`config.mk`:
```
export PLATFORM = sky130hd
export DESIGN_NAME = toe_exec
export DESIGN_NICKNAME = d
export VERILOG_FILES = /design/src/common/toe_pkg.sv /design/src/hw/toe_exec.sv
export SDC_FILE = /design/constraint.sdc
export NUM_CORES = 1
export LEC_CHECK = 0
export BUFFER_PORTS_ARGS = -buffer_cell sky130_fd_sc_hd__buf_2
export CAP_MARGIN = 20
export CORE_MARGIN = 4
export CORE_UTILIZATION = 47
export DETAILED_ROUTE_END_ITERATION = 12
export PLACE_DENSITY = 0.77
export SETUP_SLACK_MARGIN = 0.5
export SLEW_MARGIN = 40
export SYNTH_ARGS = -nofsm -noshare
export SYNTH_HDL_FRONTEND = slang
export SYNTH_SLANG_ARGS = --single-unit
export TNS_END_PERCENT = 50
```
`constraint.sdc`:
```
create_clock -name clk -period 2.2 [get_ports clk]
set_input_delay 0.11 -clock clk [delete_from_list [all_inputs] [get_ports clk]]
set_output_delay 0.11 -clock clk [all_outputs]
set_load 0.005 [all_outputs]
```
`src/common/toe_pkg.sv`:
```
// constants for the transfer instruction executor
package toe_pkg;
    localparam int unsigned toe_op_width = 10;
    localparam int unsigned toe_nib = 4;
    localparam int unsigned toe_byte = 8;
    localparam int unsigned toe_tmr_count = 6;
    localparam int unsigned toe_ram_addr_width = 10;
    // opcodes of the group
    localparam logic [9:0] toe_op_reload_three = 10'h23b;
    localparam logic [9:0] toe_op_serial_shift = 10'h238;
    localparam logic [9:0] toe_op_irq_one = 10'h03f;
    localparam logic [9:0] toe_op_irq_two = 10'h03e;
    localparam logic [9:0] toe_op_tmr_one = 10'h20e;
    localparam logic [9:0] toe_op_tmr_two = 10'h20f;
    localparam logic [9:0] toe_op_tmr_three = 10'h210;
    localparam logic [9:0] toe_op_tmr_four = 10'h211;
    localparam logic [9:0] toe_op_tmr_five = 10'h212;
    localparam logic [9:0] toe_op_tmr_six = 10'h213;
    localparam logic [9:0] toe_op_wdog_test = 10'h2a0;
    localparam logic [9:0] toe_op_wdog_disable = 10'h29c;
    // upper six bits of the exchange forms, j in the low nibble
    localparam logic [5:0] toe_op_swap = 6'h2d;
    localparam logic [5:0] toe_op_swap_dec = 6'h2f;
    localparam logic [5:0] toe_op_swap_inc = 6'h2e;
    localparam logic [3:0] toe_y_wrap_dec = 4'hf;
    localparam logic [3:0] toe_y_wrap_inc = 4'h0;
    localparam logic [3:0] toe_y_step = 4'h1;
    localparam logic [3:0] toe_nib_reset = 4'h0;
    localparam logic [7:0] toe_byte_reset = 8'h00;
endpackage : toe_pkg

```
`src/hw/toe_exec.sv`:
```
// executor for the peripheral transfer and ram exchange instructions
// Summary of operation
// - the reload-three pair load writes B to the high nibble and A to the low nibble of reload register three at once.
// - the serial shift pair load writes B to bits seven to four and A to bits three to zero of the shift register.
// - each of the six timer control writes copies A into its own control register with no carry change and no skip.
// - the watchdog test skips the next instruction when the overflow flag is 1, else runs on, and clears the flag unless an overflow is set in the same cycle.
// - the watchdog test executed right after the watchdog disable op stops the watchdog timer.
// - the plain swap exchanges A with ram at the data pointer and sets X to X xor j.
// - the swap with decrement also decrements Y and skips only when Y becomes 15.
// - the swap with increment also increments Y and skips only when Y becomes 0.
//
// The register offsets and strobed register access were decided locally.
module toe_exec
    import toe_pkg::*;
(
    input wire logic clk,
    input wire logic rst,
    input wire logic op_valid,
    input wire logic [toe_op_width-1:0] op_code,
    input wire logic [toe_nib-1:0] acc_in,
    input wire logic [toe_nib-1:0] reg_b_in,
    input wire logic [toe_nib-1:0] reg_x_in,
    input wire logic [toe_nib-1:0] reg_y_in,
    input wire logic [toe_ram_addr_width-1:0] data_pointer,
    input wire logic [toe_nib-1:0] ram_rdata,
    input wire logic watchdog_overflow_set,
    output logic done,
    output logic skip_next,
    output logic acc_we,
    output logic [toe_nib-1:0] acc_out,
    output logic xy_we,
    output logic [toe_nib-1:0] reg_x_out,
    output logic [toe_nib-1:0] reg_y_out,
    output logic ram_we,
    output logic [toe_ram_addr_width-1:0] ram_addr,
    output logic [toe_nib-1:0] ram_wdata,
    output logic [toe_byte-1:0] reload_reg_three,
    output logic reload_three_load,
    output logic [toe_byte-1:0] serial_shift,
    output logic serial_shift_load,
    output logic [toe_nib-1:0] irq_ctrl_one,
    output logic [toe_nib-1:0] irq_ctrl_two,
    output logic [toe_tmr_count*toe_nib-1:0] tmr_ctrl,
    output logic watchdog_overflow_flag,
    output logic watchdog_stopped
);
    typedef struct packed {
        logic done;
        logic skip_next;
        logic acc_we;
        logic [toe_nib-1:0] acc_out;
        logic xy_we;
        logic [toe_nib-1:0] x;
        logic [toe_nib-1:0] y;
        logic ram_we;
        logic [toe_ram_addr_width-1:0] ram_addr;
        logic [toe_nib-1:0] ram_wdata;
        logic [toe_byte-1:0] reload3;
        logic reload3_ld;
        logic [toe_byte-1:0] sio;
        logic sio_ld;
        logic [toe_nib-1:0] irq1;
        logic [toe_nib-1:0] irq2;
        logic [toe_tmr_count*toe_nib-1:0] tmr;
        logic wdf;
        logic wd_stop;
        logic last_disable;
    } toe_state_type;

    toe_state_type st;
    toe_state_type next_st;

    // per timer control register match and next value
    logic [toe_tmr_count-1:0] tmr_hit;
    logic [toe_tmr_count*toe_nib-1:0] tmr_next;

    // immediate field and opcode class field
    logic [toe_nib-1:0] j_imm;
    logic [toe_op_width-toe_nib-1:0] op_hi;

    // instruction decode, before qualification by op_valid
    logic is_reload3;
    logic is_serial;
    logic is_irq1;
    logic is_irq2;
    logic is_wdog_test;
    logic is_wdog_disable;
    logic is_swap_plain;
    logic is_swap_dec;
    logic is_swap_inc;
    logic is_swap_any;
    logic is_tmr_any;
    logic is_group;

    // decode qualified by a valid instruction in this cycle
    logic en_reload3;
    logic en_serial;
    logic en_irq1;
    logic en_irq2;
    logic en_wdog_test;
    logic en_swap_any;
    logic en_swap_dec;
    logic en_swap_inc;

    // exchange datapath
    logic [toe_byte-1:0] pair_word;
    logic [toe_nib-1:0] x_new;
    logic [toe_nib-1:0] y_dec;
    logic [toe_nib-1:0] y_inc;
    logic skip_dec;
    logic skip_inc;

    // watchdog flag and stop
    logic wdf_clear;
    logic wdf_next;
    logic wd_stop_next;

    assign j_imm = op_code[toe_nib-1:0];
    assign op_hi = op_code[toe_op_width-1:toe_nib];

    assign is_reload3 = op_code == toe_op_reload_three;
    assign is_serial = op_code == toe_op_serial_shift;
    assign is_irq1 = op_code == toe_op_irq_one;
    assign is_irq2 = op_code == toe_op_irq_two;
    assign is_wdog_test = op_code == toe_op_wdog_test;
    assign is_wdog_disable = op_code == toe_op_wdog_disable;
    assign is_swap_plain = op_hi == toe_op_swap;
    assign is_swap_dec = op_hi == toe_op_swap_dec;
    assign is_swap_inc = op_hi == toe_op_swap_inc;
    assign is_swap_any = is_swap_plain | is_swap_dec | is_swap_inc;
    assign is_tmr_any = |tmr_hit;
    assign is_group = is_reload3 | is_serial | is_irq1 | is_irq2 | is_wdog_test | is_swap_any | is_tmr_any;

    assign en_reload3 = op_valid & is_reload3;
    assign en_serial = op_valid & is_serial;
    assign en_irq1 = op_valid & is_irq1;
    assign en_irq2 = op_valid & is_irq2;
    assign en_wdog_test = op_valid & is_wdog_test;
    assign en_swap_any = op_valid & is_swap_any;
    assign en_swap_dec = op_valid & is_swap_dec;
    assign en_swap_inc = op_valid & is_swap_inc;

    assign pair_word = {reg_b_in, acc_in};
    assign x_new = reg_x_in ^ j_imm;
    assign y_dec = reg_y_in - toe_y_step;
    assign y_inc = reg_y_in + toe_y_step;
    assign skip_dec = y_dec == toe_y_wrap_dec;
    assign skip_inc = y_inc == toe_y_wrap_inc;

    // the test clears only a set flag; an overflow in the same cycle wins
    assign wdf_clear = en_wdog_test & st.wdf;
    assign wdf_next = watchdog_overflow_set | (st.wdf & ~wdf_clear);
    // the stop is sticky until reset
    assign wd_stop_next = st.wd_stop | (en_wdog_test & st.last_disable);

    genvar gi;
    generate
        for (gi = 0; gi < toe_tmr_count; gi++) begin : g_tmr
            assign tmr_hit[gi] = op_code == (toe_op_tmr_one + 10'(gi));
            assign tmr_next[gi*toe_nib +: toe_nib] = (op_valid && tmr_hit[gi]) ? acc_in
                : st.tmr[gi*toe_nib +: toe_nib];
        end
    endgenerate

    always_comb begin
        next_st = st;

        // pulses last one cycle
        next_st.done = 1'b0;
        next_st.skip_next = 1'b0;
        next_st.acc_we = 1'b0;
        next_st.xy_we = 1'b0;
        next_st.ram_we = 1'b0;
        next_st.reload3_ld = 1'b0;
        next_st.sio_ld = 1'b0;

        // level registers
        next_st.tmr = tmr_next;
        next_st.wdf = wdf_next;
        next_st.wd_stop = wd_stop_next;

        // any valid instruction updates the disable memory
        if (op_valid) begin
            next_st.done = is_group;
            next_st.last_disable = is_wdog_disable;
        end

        if (en_reload3) begin
            next_st.reload3 = pair_word;
            next_st.reload3_ld = 1'b1;
        end

        if (en_serial) begin
            next_st.sio = pair_word;
            next_st.sio_ld = 1'b1;
        end

        if (en_irq1) begin
            next_st.irq1 = acc_in;
        end

        if (en_irq2) begin
            next_st.irq2 = acc_in;
        end

        // skip uses the flag as it stood before this cycle
        if (en_wdog_test) begin
            next_st.skip_next = st.wdf;
        end

        // old accumulator goes to ram, ram nibble to the accumulator
        if (en_swap_any) begin
            next_st.acc_we = 1'b1;
            next_st.acc_out = ram_rdata;
            next_st.ram_we = 1'b1;
            next_st.ram_addr = data_pointer;
            next_st.ram_wdata = acc_in;
            next_st.xy_we = 1'b1;
            next_st.x = x_new;
            next_st.y = reg_y_in;
        end

        if (en_swap_dec) begin
            next_st.y = y_dec;
            next_st.skip_next = skip_dec;
        end

        if (en_swap_inc) begin
            next_st.y = y_inc;
            next_st.skip_next = skip_inc;
        end
    end

    always_ff @(posedge clk or posedge rst) begin
        if (rst) begin
            st <= '0;
        end else begin
            st <= next_st;
        end
    end

    assign done = st.done;
    assign skip_next = st.skip_next;
    assign acc_we = st.acc_we;
    assign acc_out = st.acc_out;
    assign xy_we = st.xy_we;
    assign reg_x_out = st.x;
    assign reg_y_out = st.y;
    assign ram_we = st.ram_we;
    assign ram_addr = st.ram_addr;
    assign ram_wdata = st.ram_wdata;
    assign reload_reg_three = st.reload3;
    assign reload_three_load = st.reload3_ld;
    assign serial_shift = st.sio;
    assign serial_shift_load = st.sio_ld;
    assign irq_ctrl_one = st.irq1;
    assign irq_ctrl_two = st.irq2;
    assign tmr_ctrl = st.tmr;
    assign watchdog_overflow_flag = st.wdf;
    assign watchdog_stopped = st.wd_stop;
endmodule // toe_exec

```
==> results by stage <==
Critical path:
- The critical path starts at op_code[8].
- The slowest stage of the critical path is the or3_1 cell.
- STA puts the critical path data required time at 2.42 ns.
- The number of cells on the worst reg-to-reg path is 1.
- The largest stage delay on the critical path is 0.60 ns.
- The minimum setup slack among reg-to-reg paths is 1.41 ns.
- The critical path crosses 5 cells after its start point.
- The worst setup path is of the in -> reg kind.
- The worst setup path is captured at a flop.
- The number of buffers and inverters on the critical path is 1.
- The end of the worst register-to-register path is ram_wdata[0].
- Walking the worst path, the cells encountered are buf_2 > and3b_4 > nand3_2 > or3_1 > mux2_4.
- The element type at the critical path start is a primary input.
- The worst-path maximum fanout is 9.
- The startpoint identified for the worst register-to-register timing path is ram_wdata[0].
- The endpoint arrival time on the critical path is 1.65 ns.
- The cell family with the largest share of critical-path delay is simple AND/OR/NAND/NOR gates.

Power and ir drop:
- The peak supply drop is 0.360 mV.
- The leakage power total is 0.00255 µW.
- The total power per unit cell area is 718 nW/µm².

Logic synthesis:
- Averaged over all synthesized cells, the footprint is 12.8 µm².
- The net count of the mapped netlist is 375.
- Among all flip-flop cells after synthesis, the most frequent one is dfrtp_1.
- The number of warnings printed during yosys synthesis is 0.
- The mapped cell area is 4220 µm².
- The synthesized design contains 0 enable-type register cells.
- The number of library cell types mapped by synthesis is 47.
- The post-synthesis register bit count is 82.
- In the synthesized netlist the async set-or-reset flop fraction comes to 1.00.
- In the synthesized netlist, the number of instances is 329.
- For this run, the register share of the synthesized area comes to 0.486.

STA:
- Subtracting the final worst setup slack from the clock period gives 1.43 ns.
- The actual slew at the worst max-slew pin is 0.531 ns.
- For this run, the top clock speed supported by timing is 0.701 GHz.
- The number of hold-slack violations in the final timing report is 0.
- Of the available clock period, the critical path in the final layout requires 0.648.
- Between clock sinks in the finished design, the worst skew comes to 0.00660 ns.
- Setup repair after global routing left no endpoint under its margin.
- In the final timing run, aggregate negative setup slack is 0 ns.
- The number of max-slew violations in the final report is 0.
- In this run the tightest slew margin relative to its limit is 0.643.
- The worst slack on hold paths is 0.0193 ns.
- Setup violations remaining at the end of the flow were counted as 0.

CTS:
- The largest buffer count on any clock path is 2.
- The buffers inserted during post-CTS setup optimization is 0.
- In this run, post-CTS hold repair placed 14 buffers.
- The number of clock buffers added by TritonCTS is 9.
- TritonCTS built the clock tree.
- The count of cells resized by post-cts repair is 0.
- Clock tree synthesis selected as its root buffer the cell clkbuf_8.
- The post-CTS clock slew at the launch and capture registers of the worst setup and hold paths is 0.08 ns.
- The H-tree was split into 3 levels.
- Clock latency on the worst-skew pair, taken at its later pin, is 0.33 ns.
- The clock sink total is 82.

Route:
- The average wire per standard cell is 16.6 µm.
- The remaining number of nets flagged by the antenna check after routing is 0.
- The total via count in the routed design is 2,513.
- The number of search-and-repair iterations in the first detailed-routing pass is 4.
- After detailed routing, the number of vias per cell comes to 4.98.
- The post-route DRC violation count is 0.
- The final layout contains routed wiring with a total length of 8.38 mm.
- The DRC violation total after the first TritonRoute iteration is 65.

Hold path:
- For hold timing, the worst endpoint is acc_out[0].
- The hold path startpoint is ram_rdata[0].
- The worst hold path passes through 2 cells.
- The path type of the worst min-delay path is in -> reg.

Floorplan:
- The initial cell density of the core is 0.484.
- The total die area is 10,600 µm².
- From left edge to right edge, the die measures 103 µm.
- The die is 103 µm tall.
- The core region is 8720 µm².
- In this run the core area contains 34 standard-cell rows.
- In this run the count of I/O pins placed on the die edge is 127.

Cells and area:
- Compared with the post-synthesis result, the final layout area differs by 12.0%.
- The repair_antennas step left the layout with diodes totalling 0.
- The fraction of layout cells with a size suffix above 1 is 0.572.
- The number of nets at the end of the flow is 439.
- The number of fillers in the final layout is 728.
- Leaving out filler cells and counting taps, the final layout contains 505.

Global routing:
- The first global-routing pass estimated 13.3 mm of wire.
- The initial antenna violation count is 0.
- The total overflow left after global routing is 0.
- The pin count of the biggest net entering global routing is 49.
- The via count of the first global-routing pass is 2,629.
- The total routing resource utilization after global routing is 0.163.

Placed design:
- During placement, the flow inserted port buffers numbering 126.
- The global placer's final weighted congestion is 0.849.
- The sum of net half-perimeters after detailed placement is 6.12 mm.
- Counting tap cells, the placed design contains a total of 475 instances.

Run:
- The reported max-cap violation count is 0.

Outcome:
- The flow ran to the end, and the final reports show no timing, DRC or antenna violations.
## cells by family (layout without fill, tap and decap cells)
group           after synthesis  count (layout)  share of synthesized area
simple gates                 41              41                     0.0688
mux                          71              71                      0.211
compound gates               19              19                     0.0350
fa+ha+maj                     2               2                    0.00593
buf+inv                     103             171                      0.171
flops                        82              82                      0.486
xor+xnor                     11              11                     0.0228
## state kept, by name (all words and copies together) (netlist names), 4 cells and up
register and count:
tmr_ctrl 24, ram_addr 10, reload_reg_three 8, serial_shift 8
acc_out 4, irq_ctrl_one 4, irq_ctrl_two 4, ram_wdata 4
reg_x_out 4, reg_y_out 4
## layout by cell type (no fill, tap or decap), types with 2 or more instances in the layout
cell           Yosys  routed
inv_1             12      11
a32o_1             3       3
xor2_1             6       6
buf_12             0       2
nand2_1            6       6
nor3_1             2       2
nand3_2            2       2
buf_2              3     126
nand4b_1           3       3
nand4_1            3       3
nor2_1             5       5
nand2b_1           2       2
dfrtp_1           82      82
or3_4              3       3
dlygate4sd3_1      0      15
nand3_1            2       2
o32ai_1            2       2
clkbuf_8           0      10
bufinv_16          0       2
clkinv_2           0       2
o221ai_1           2       2
o21ai_0            3       3
mux2_4            24      24
ha_1               2       2
xnor2_1            5       5
mux2_2            47      47
## layer usage
layer | global-route usage | share of wire | vias to the layer above
li1 | - | - | 1178
met1 | 0.210 | 0.43 | 1231
met2 | 0.270 | 0.49 | 90
met3 | 0.0372 | 0.067 | 14
met4 | 0.0618 | 0.017 | 0
met5 | 0 | 0 | -
## worst max path at each step
stage                           end  slack [ns]
floorplan                acc_out[2]        0.69
global placement    serial_shift[5]        0.45
detailed placement  serial_shift[3]        0.41
CTS                 serial_shift[3]        0.78
global route        serial_shift[4]        0.69
finish              serial_shift[3]        0.77
## stage by stage
stage	power [µW]	cell area [µm²]	utilization	worst slack, ns
2_1_floorplan	2180	4230	-	0.690
3_3_place_gp	2220	4360	0.500	0.449
3_5_place_dp	2240	4360	0.500	0.411
4_1_cts	3450	4720	0.541	0.781
5_1_grt	3580	4730	0.542	0.695
6_report	3400	4730	0.542	0.773
## Yosys cell counts (all sizes together) (3+ instances only)
cell / n / area, µm²
nand4: 3 / 18.8
nor2: 6 / 25.0
or3: 4 / 40.0
clkbuf: 6 / 22.5
nand3: 4 / 30.0
xor2: 6 / 52.6
nor3: 4 / 36.3
dfrtp: 82 / 2050
buf: 85 / 653
nand4b: 3 / 26.3
nand2: 6 / 22.5
mux2: 71 / 890
xnor2: 5 / 43.8
o21ai: 3 / 15.0
a32o: 3 / 30.0
inv: 12 / 45.0
## where the power goes
group	leakage (µW)	internal, µW	switching (µW)
sequential	0.00110	1640	67.7
combinational	0.00135	300	219
clock	0.000112	662	509
total	0.00255	2600	795
## layout make-up
type,instances,area (µm²),share of cell area
clock buffer,10,138,0.0291
tap,108,135,0.0286
sequential,82,2050,0.434
clock inverter,5,78.8,0.0167
timing repair buffer,144,828,0.175
inverter,12,48.8,0.0103
multi-input combinational,144,1450,0.306
Note: power is estimated with default switching activity, not from simulation.
